--- config.mk ---
export PLATFORM = sky130hd
export DESIGN_NAME = sensorless_bemf_commutator
export DESIGN_NICKNAME = d
export VERILOG_FILES = /design/src/pkg/bemf_pkg.sv /design/src/pkg/pwm_link_if.sv /design/src/hw/sensorless_bemf_commutator.sv /design/src/hw/pwm_timebase.sv
export SDC_FILE = /design/constraint.sdc
export NUM_CORES = 2
export LEC_CHECK = 0
export BUFFER_PORTS_ARGS = -buffer_cell sky130_fd_sc_hd__buf_4
export CAP_MARGIN = 10
export CORE_ASPECT_RATIO = 0.9
export CORE_MARGIN = 2
export CORE_UTILIZATION = 45
export DETAILED_ROUTE_END_ITERATION = 8
export PLACE_DENSITY = 0.57
export SYNTH_ARGS = -nofsm -noshare
export SYNTH_HDL_FRONTEND = slang
export SYNTH_SLANG_ARGS = --single-unit
--- constraint.sdc ---
create_clock -name clk -period 97.2 [get_ports clk]
set_clock_uncertainty 0.2 [all_clocks]
set_input_delay 19.44 -clock clk [delete_from_list [all_inputs] [get_ports clk]]
set_output_delay 19.44 -clock clk [all_outputs]
set_load 0.005 [all_outputs]
--- src/pkg/bemf_pkg.sv ---
// constants, register map and state types of the sensorless commutator
//
// Notes on behaviour
// - two phases driven, third left floating
// - integration starts at floating phase zero crossing
// - integral reaching threshold advances commutation step
// - first three samples after commutation ignored
// - blanking length configurable in pwm cycles
// - diagonal top and bottom share one pwm
// - freewheeling must end before half commutation period
// - threshold places commutation at equal bemf amplitude
// - pole pairs, speed, frequency limited to ranges
// - threshold accepts 100 to 65000
`default_nettype none
package bemf_pkg;
	localparam int unsigned CLK_HZ = 25_000_000;
	localparam int          AW     = 4;
	localparam int          DW     = 16;
	localparam int          ADC_W  = 12;
	localparam int          ACC_W  = 20;

	// register offsets
	localparam logic [AW-1:0] OFS_CTRL     = 4'h0;
	localparam logic [AW-1:0] OFS_THRESH   = 4'h1;
	localparam logic [AW-1:0] OFS_BLANK    = 4'h2;
	localparam logic [AW-1:0] OFS_POLES    = 4'h3;
	localparam logic [AW-1:0] OFS_SPEED    = 4'h4;
	localparam logic [AW-1:0] OFS_FREQ     = 4'h5;
	localparam logic [AW-1:0] OFS_DUTY     = 4'h6;
	localparam logic [AW-1:0] OFS_STATUS   = 4'h7;
	localparam logic [AW-1:0] OFS_INTEGRAL = 4'h8;

	// field positions
	localparam int CTRL_EN_BIT     = 0;
	localparam int STAT_LATE_BIT   = 8;

	// reset values
	localparam logic [DW-1:0] RST_THRESH = 16'h03e8;
	localparam logic [DW-1:0] RST_BLANK  = 16'h0003;
	localparam logic [DW-1:0] RST_POLES  = 16'h0001;
	localparam logic [DW-1:0] RST_SPEED  = 16'h0bb8;
	localparam logic [DW-1:0] RST_FREQ   = 16'h4e20;
	localparam logic [DW-1:0] RST_DUTY   = 16'h0080;

	// accepted ranges
	localparam logic [DW-1:0] THRESH_MIN = 16'd100;
	localparam logic [DW-1:0] THRESH_MAX = 16'd65000;
	localparam logic [DW-1:0] POLES_MIN  = 16'd1;
	localparam logic [DW-1:0] POLES_MAX  = 16'd48;
	localparam logic [DW-1:0] SPEED_MIN  = 16'd500;
	localparam logic [DW-1:0] SPEED_MAX  = 16'd30000;
	localparam logic [DW-1:0] FREQ_MIN   = 16'd5000;
	localparam logic [DW-1:0] FREQ_MAX   = 16'd40000;

	// fewest samples ignored after each commutation, whatever the blanking setting
	localparam logic [DW-1:0] MIN_SKIP   = 16'd3;
	localparam logic [2:0]    LAST_STEP  = 3'd5;

	typedef enum logic [1:0] {
		ST_BLANK = 2'b00,
		ST_WAIT  = 2'b01,
		ST_INTEG = 2'b10
	} phase_state_t;
endpackage : bemf_pkg
`default_nettype wire

--- src/pkg/pwm_link_if.sv ---
// pwm settings toward the timebase and its pwm level and sample tick back
`timescale 1ns/1ps
`default_nettype none
interface pwm_link_if #(parameter int W = 16);
	logic [W-1:0] period;
	logic [W-1:0] on_time;
	logic         pwm;
	logic         tick;
	modport gen (input period, input on_time, output pwm, output tick);
	modport ctl (output period, output on_time, input pwm, input tick);
endinterface : pwm_link_if
`default_nettype wire

--- src/hw/sensorless_bemf_commutator.sv ---
// sensorless bemf integration commutator with register port and gate drive
`timescale 1ns/1ps
`default_nettype none
module sensorless_bemf_commutator
	import bemf_pkg::*;
(
	input  wire logic                    clk,
	input  wire logic                    rst_n,
	input  wire logic [bemf_pkg::AW-1:0] addr,
	input  wire logic [bemf_pkg::DW-1:0] wdata,
	input  wire logic                    wr,
	input  wire logic                    rd,
	output logic      [bemf_pkg::DW-1:0] rdata,
	input  wire logic [bemf_pkg::ADC_W-1:0] phase_adc,
	input  wire logic [bemf_pkg::ADC_W-1:0] bus_adc,
	output logic      [2:0]              high_gate,
	output logic      [2:0]              low_gate,
	output logic      [1:0]              float_sel,
	output logic                         sample_strobe
);
	import bemf_pkg::*;

	// ============================================================
	// pwm timebase
	pwm_link_if #(.W(DW)) link ();
	pwm_timebase #(.W(DW)) u_tb (
		.clk   (clk),
		.rst_n (rst_n),
		.link  (link)
	);

	// ============================================================
	// registers
	logic [DW-1:0]    thresh_reg, blank_reg, poles_reg, speed_reg, freq_reg, duty_reg;
	logic             en_reg;
	logic             late_reg;
	logic [DW-1:0]    rdata_reg;
	phase_state_t     state_reg, state_next;
	logic [2:0]       step_reg;
	logic [ACC_W-1:0] acc_reg;
	logic [DW-1:0]    skip_reg;
	logic [DW-1:0]    since_reg;
	logic [DW-1:0]    last_per_reg;
	logic             sign_reg;

	wire wr_ctrl   = wr && (addr == OFS_CTRL);
	wire wr_thresh = wr && (addr == OFS_THRESH)
		&& (wdata >= THRESH_MIN) && (wdata <= THRESH_MAX);
	wire wr_blank  = wr && (addr == OFS_BLANK);
	wire wr_poles  = wr && (addr == OFS_POLES)
		&& (wdata >= POLES_MIN) && (wdata <= POLES_MAX);
	wire wr_speed  = wr && (addr == OFS_SPEED)
		&& (wdata >= SPEED_MIN) && (wdata <= SPEED_MAX);
	wire wr_freq   = wr && (addr == OFS_FREQ)
		&& (wdata >= FREQ_MIN) && (wdata <= FREQ_MAX);
	wire wr_duty   = wr && (addr == OFS_DUTY);
	wire wr_status = wr && (addr == OFS_STATUS);

	// wide divide in logic; the timebase compares period and on_time against the counter on every clock
	wire [31:0] per_full = CLK_HZ / {16'h0000, freq_reg};
	wire [31:0] on_full  = (per_full * {16'h0000, duty_reg}) >> 8;
	assign link.period  = per_full[DW-1:0];
	assign link.on_time = on_full[DW-1:0];

	// ============================================================
	// floating phase sampling
	// adc words settle long before the tick, so a two-stage pass is enough
	logic [ADC_W-1:0] ph_s1, ph_s2, bus_s1, bus_s2;
	always_ff @(posedge clk) begin
		if (!rst_n) begin
			ph_s1  <= '0;
			ph_s2  <= '0;
			bus_s1 <= '0;
			bus_s2 <= '0;
		end else begin
			ph_s1  <= phase_adc;
			ph_s2  <= ph_s1;
			bus_s1 <= bus_adc;
			bus_s2 <= bus_s1;
		end
	end

	// sign relative to half bus
	wire signed [ADC_W+1:0] diff = $signed({2'b00, ph_s2}) - $signed({3'b000, bus_s2[ADC_W-1:1]});
	wire                    sgn  = diff[ADC_W+1];
	wire [ADC_W:0]          mag  = sgn ? '0 - diff[ADC_W:0] : diff[ADC_W:0];
	wire [ACC_W-1:0]        acc_sum = acc_reg + ACC_W'(mag);
	wire                    tick = link.tick;

	// ============================================================
	// commutation state machine
	// never fewer than three samples skipped, whatever blanking says
	wire [DW-1:0] skip_len = (blank_reg < MIN_SKIP) ? MIN_SKIP : blank_reg;
	wire          skip_done = (skip_reg >= skip_len - DW'(1));
	wire          crossing  = (sgn != sign_reg);
	// threshold is tuned so switching falls at equal bemf on both phases
	wire          reach     = (acc_sum >= ACC_W'(thresh_reg));
	wire          commute   = en_reg && tick && (state_reg == ST_INTEG) && reach;
	wire          late_hit  = en_reg && tick && (state_reg == ST_BLANK) && skip_done
		&& (last_per_reg != '0) && (since_reg >= (last_per_reg >> 1));

	always_comb begin
		state_next = state_reg;
		case (state_reg)
			ST_BLANK: if (tick && skip_done) state_next = ST_WAIT;
			ST_WAIT:  if (tick && crossing) state_next = ST_INTEG;
			ST_INTEG: if (commute) state_next = ST_BLANK;
			default:  state_next = ST_BLANK;
		endcase
		if (!en_reg) state_next = ST_BLANK;
	end

	always_ff @(posedge clk) begin
		if (!rst_n) begin
			state_reg    <= ST_BLANK;
			step_reg     <= 3'd0;
			acc_reg      <= '0;
			skip_reg     <= '0;
			since_reg    <= '0;
			last_per_reg <= '0;
			sign_reg     <= 1'b0;
		end else begin
			state_reg <= state_next;
			if (!en_reg) begin
				acc_reg   <= '0;
				skip_reg  <= '0;
				since_reg <= '0;
			end else if (tick) begin
				since_reg <= (since_reg == '1) ? since_reg : since_reg + DW'(1);
				case (state_reg)
					ST_BLANK: begin
						skip_reg <= skip_reg + DW'(1); // samples ignored
						sign_reg <= sgn;
					end
					ST_WAIT: begin
						sign_reg <= sgn;
						acc_reg  <= crossing ? ACC_W'(mag) : '0;
					end
					ST_INTEG: begin
						acc_reg <= reach ? '0 : acc_sum;
						if (reach) begin
							step_reg     <= (step_reg == LAST_STEP) ? 3'd0 : step_reg + 3'd1;
							skip_reg     <= '0;
							last_per_reg <= since_reg + DW'(1);
							since_reg    <= '0;
						end
					end
					default: acc_reg <= '0;
				endcase
			end
		end
	end

	// ============================================================
	// gate drive: one top, one bottom, third phase floats
	logic [2:0] hi_sel, lo_sel;
	logic [1:0] fl_sel;
	always_comb begin
		case (step_reg)
			3'd0:    begin hi_sel = 3'b001; lo_sel = 3'b010; fl_sel = 2'd2; end
			3'd1:    begin hi_sel = 3'b001; lo_sel = 3'b100; fl_sel = 2'd1; end
			3'd2:    begin hi_sel = 3'b010; lo_sel = 3'b100; fl_sel = 2'd0; end
			3'd3:    begin hi_sel = 3'b010; lo_sel = 3'b001; fl_sel = 2'd2; end
			3'd4:    begin hi_sel = 3'b100; lo_sel = 3'b001; fl_sel = 2'd1; end
			3'd5:    begin hi_sel = 3'b100; lo_sel = 3'b010; fl_sel = 2'd0; end
			default: begin hi_sel = 3'b000; lo_sel = 3'b000; fl_sel = 2'd0; end
		endcase
	end

	logic [2:0] high_reg, low_reg;
	logic [1:0] float_reg;
	logic       strobe_reg;
	wire        drive = en_reg && link.pwm; // both diagonal switches share it
	always_ff @(posedge clk) begin
		if (!rst_n) begin
			high_reg   <= 3'b000;
			low_reg    <= 3'b000;
			float_reg  <= 2'd0;
			strobe_reg <= 1'b0;
		end else begin
			high_reg   <= drive ? hi_sel : 3'b000;
			low_reg    <= drive ? lo_sel : 3'b000;
			float_reg  <= fl_sel;
			strobe_reg <= tick;
		end
	end
	assign high_gate     = high_reg;
	assign low_gate      = low_reg;
	assign float_sel     = float_reg;
	assign sample_strobe = strobe_reg;

	// ============================================================
	// register port
	always_ff @(posedge clk) begin
		if (!rst_n) begin
			en_reg     <= 1'b0;
			thresh_reg <= RST_THRESH;
			blank_reg  <= RST_BLANK;
			poles_reg  <= RST_POLES;
			speed_reg  <= RST_SPEED;
			freq_reg   <= RST_FREQ;
			duty_reg   <= RST_DUTY;
			late_reg   <= 1'b0;
		end else begin
			if (wr_ctrl)   en_reg     <= wdata[CTRL_EN_BIT];
			if (wr_thresh) thresh_reg <= wdata;
			if (wr_blank)  blank_reg  <= wdata;
			if (wr_poles)  poles_reg  <= wdata;
			if (wr_speed)  speed_reg  <= wdata;
			if (wr_freq)   freq_reg   <= wdata;
			if (wr_duty)   duty_reg   <= {8'h00, wdata[7:0]};
			// a new late event wins over a clear in the same cycle
			if (late_hit)
				late_reg <= 1'b1;
			else if (wr_status && wdata[STAT_LATE_BIT])
				late_reg <= 1'b0;
		end
	end

	logic [DW-1:0] rd_mux;
	always_comb begin
		case (addr)
			OFS_CTRL:     rd_mux = {15'h0000, en_reg};
			OFS_THRESH:   rd_mux = thresh_reg;
			OFS_BLANK:    rd_mux = blank_reg;
			OFS_POLES:    rd_mux = poles_reg;
			OFS_SPEED:    rd_mux = speed_reg;
			OFS_FREQ:     rd_mux = freq_reg;
			OFS_DUTY:     rd_mux = duty_reg;
			OFS_STATUS:   rd_mux = {7'h00, late_reg, 2'b00, state_reg, 1'b0, step_reg};
			OFS_INTEGRAL: rd_mux = acc_reg[ACC_W-1:ACC_W-DW];
			default:      rd_mux = 16'h0000;
		endcase
	end

	always_ff @(posedge clk) begin
		if (!rst_n) rdata_reg <= '0;
		else        rdata_reg <= rd ? rd_mux : 16'h0000;
	end
	assign rdata = rdata_reg;
endmodule : sensorless_bemf_commutator
`default_nettype wire

--- src/hw/pwm_timebase.sv ---
// pwm counter: one pwm level and one sample tick per period
`timescale 1ns/1ps
`default_nettype none
module pwm_timebase #(
	parameter int W = 16
) (
	input  wire logic clk,
	input  wire logic rst_n,
	pwm_link_if.gen   link
);
	logic [W-1:0] cnt_reg;
	logic [W-1:0] cnt_next;
	logic         pwm_reg;
	logic         tick_reg;
	wire          wrap;

	generate
		if (W < 13) begin : g_chk
			$error("pwm_timebase: W too small for the slowest pwm period");
		end
	endgenerate

	assign wrap     = (cnt_reg >= link.period - W'(1));
	assign cnt_next = wrap ? '0 : cnt_reg + W'(1);

	always_ff @(posedge clk) begin
		if (!rst_n) begin
			cnt_reg  <= '0;
			pwm_reg  <= 1'b0;
			tick_reg <= 1'b0;
		end else begin
			cnt_reg  <= cnt_next;
			pwm_reg  <= (cnt_next < link.on_time);
			tick_reg <= wrap; // one sample per pwm period
		end
	end

	assign link.pwm  = pwm_reg;
	assign link.tick = tick_reg;
endmodule : pwm_timebase
`default_nettype wire

==> flow_metrics.tcl <==
set metrics [dict create \
    status "finished, final reports clean" \
    grt_pass1_vias 38284 \
    grt_max_degree 105 \
    crit_fanout 30 \
    rrSetupSlack_ns 7.45 \
    hold_path_end "bus_s2[3]" \
    hpwl_mm 98.7 \
    r2r_end "u_tb.link.pwm" \
    ys_warn_count 0 \
    nNetsFinal 6393 \
    cts.root.buffer_cell "clkbuf_16" \
    h-tree-depth 1 \
    netlist_area_sq_um 42500 \
    cts_buffers 26 \
    crit_required_ns 97.45 \
    synth_top_area_frac 0.147 \
    grt_use_total 0.256 \
    gp_congestion 0.868 \
    die-area_sq_um 96900 \
    async_reset_ff_frac 0 \
    drtAntennaViolNets 0 \
    fp-row-count 106 \
    start_kind "flip-flop" \
    largest_reg_flops 20 \
    drc 0 \
    synth.largest_area_cell "ha_1" \
    syn-num-nets 6355 \
    cp.buffers_inverters 27 \
    via_per_inst 5.87 \
    synthFlopType "dfxtp_1" \
    core_sq_um 93200 \
    arrival_ns 90.00 \
    ys_ff_latch 253 \
    syn_area_per_cell_sq_um 7.46 \
    hold_class "reg2reg" \
    die_y_microns 296 \
    period_needed_ns 89.75 \
    area_growth_pct 8.68 \
    fin_tns_setup_ns 0 \
    worstMarginPinSlew_ns 1.20 \
    synth-seq-area-share 0.119 \
    wl_per_cell_microns 18.2 \
    fp.dieW_microns 328 \
    synth_cell_type_count 130 \
    cts_buffer_depth 3 \
    whs_path_depth 1 \
    drt_wl_total_mm 127 \
    reg2regPathDepth 448 \
    r2r-start "freq_reg[15]" \
    max_freq_mhz 11.1 \
    ios 73 \
    critPathTopFamily "compound AO/OA/AOI/OAI gates" \
    grt_antenna_before_repair 2 \
    path_clk_slew_ns 0.06 \
    drv_slew 0 \
    setup_viol 0 \
    yosys-top-cells-area "ha_1, dfxtp_1, xnor2_1" \
    finalHoldViolCount 0 \
    cts_tree "built" \
    synth_cells 5697 \
    drive_gt1_frac 0.0928 \
    drtPass1Iterations 6 \
    synth-edff-count 0 \
    grt_overflow 0 \
    slowest_delay_ns 0.61 \
    clkLatencyLatePin_ns 0.56 \
    slew_headroom 0.201 \
    drtIter0Drc 2834 \
    cts_sinks 253 \
    vias 41064 \
    grt_pass1_wl_mm 205 \
    crit_top_cell "o21ai_0" \
    finalCritPeriodShare 0.923 \
    portBuffers 71 \
    drv_cap 0 \
    start_util 0.456 \
    endpoint_kind "flip-flop" \
    worstSetupPathType "reg2reg" \
    critPathSlowestCell "or4_4" \
    nFillCells 9329 \
    hp-start "bus_s1[3]" \
]
cells by family after synthesis:
kind of cell / after synthesis / share of synthesized area
compound gates: 1656 / 0.266
xor+xnor: 397 / 0.0827
fa+ha+maj: 610 / 0.199
buf+inv: 535 / 0.0479
flops: 253 / 0.119
mux: 154 / 0.0386
other cells: 1 / 0.0000882
simple gates: 2091 / 0.247
worst max-delay path by stage:
stage / from / end / cells after the start
6_report: freq_reg[15] / u_tb.link.pwm / 448
4_1_cts: freq_reg[15] / u_tb.link.pwm / 449
3_5_place_dp: freq_reg[15] / u_tb.link.pwm / 449
5_1_grt: freq_reg[15] / u_tb.link.pwm / 449
2_1_floorplan: freq_reg[0] / u_tb.link.pwm / 467
3_3_place_gp: freq_reg[15] / u_tb.link.pwm / 446
layer usage:
layer  part of all wire  GRT usage
met3              0.052     0.0240
met1               0.50      0.374
met4              0.018     0.0469
met2               0.43      0.409
met5                  0          0
stage by stage:
| step | utilization | cell area, sq um | hold slack, ns | std cells | setup slack [ns] |
|---|---|---|---|---|---|
| 5_1_grt | 0.495 | 46200 | 0.247 | 6996 | -0.214 |
| 3_5_place_dp | 0.481 | 44800 | 0.218 | 6934 | 2.19 |
| 4_1_cts | 0.491 | 45800 | 0.233 | 6981 | 1.81 |
| 6_report | 0.496 | 46200 | 0.231 | 6997 | 7.45 |
| 3_3_place_gp | 0.481 | 44800 | 0.218 | 6934 | 2.62 |
| 2_1_floorplan | - | 42500 | 0.209 | 5697 | 8.45 |
repair_timing:
action	in CTS	in global routing
hold buffers	0	0
buffers inserted	0	14
resized for setup	0	79
setup endpoints to repair	0	18
cell usage in the layout (no fill, tap or decap), types with 16 or more instances in the layout:
cell type	n
nor2b_1	94
dfxtp_1	251
xor2_1	135
a21boi_0	45
or2_2	26
mux2_2	79
a21oi_1	409
and2_1	199
buf_4	214
a31oi_1	62
a21oi_2	17
ha_1	501
o211a_1	28
o211ai_1	67
fa_1	109
o21bai_1	46
o31ai_1	72
nor2_1	461
nand3_1	150
a222oi_1	27
inv_1	323
a22oi_1	16
a211oi_1	48
a211o_1	21
and3_1	81
o21ai_0	255
nand4_1	50
o21a_1	98
o21ai_1	19
nand2_1	569
xnor2_1	259
or3_1	39
nor3_1	122
clkbuf_16	26
nor4_1	31
a21o_1	175
nand2b_1	127
mux2i_1	74
area by class of cell:
type,count,area [sq um],share of cell area
Sequential cell,253,5070,0.110
Tap cell,1242,1550,0.0336
Inverter,329,1240,0.0268
Clock inverter,14,225,0.00487
Antenna cell,1,2.50,0.0000542
Multi-Input combinational cell,4910,35800,0.775
Clock buffer,33,707,0.0153
Timing Repair Buffer,215,1620,0.0350
cell usage after synthesis (65+ instances only):
| cell type | instances |
|---|---|
| o31ai_1 | 75 |
| nand2_1 | 570 |
| nor2b_1 | 95 |
| nand2b_1 | 127 |
| and2_1 | 200 |
| xnor2_1 | 259 |
| fa_1 | 109 |
| a31oi_1 | 65 |
| xor2_1 | 135 |
| inv_1 | 325 |
| and3_1 | 81 |
| mux2_2 | 79 |
| nor3_1 | 129 |
| ha_1 | 501 |
| nand3_1 | 150 |
| mux2i_1 | 74 |
| a21oi_1 | 421 |
| clkbuf_1 | 173 |
| o21ai_0 | 260 |
| o21a_1 | 99 |
| a21o_1 | 177 |
| nor2_1 | 468 |
| dfxtp_1 | 253 |
| o211ai_1 | 67 |
Power is not shown: default switching activity piles up to over one toggle a cycle in this logic, so the estimate is an artifact.
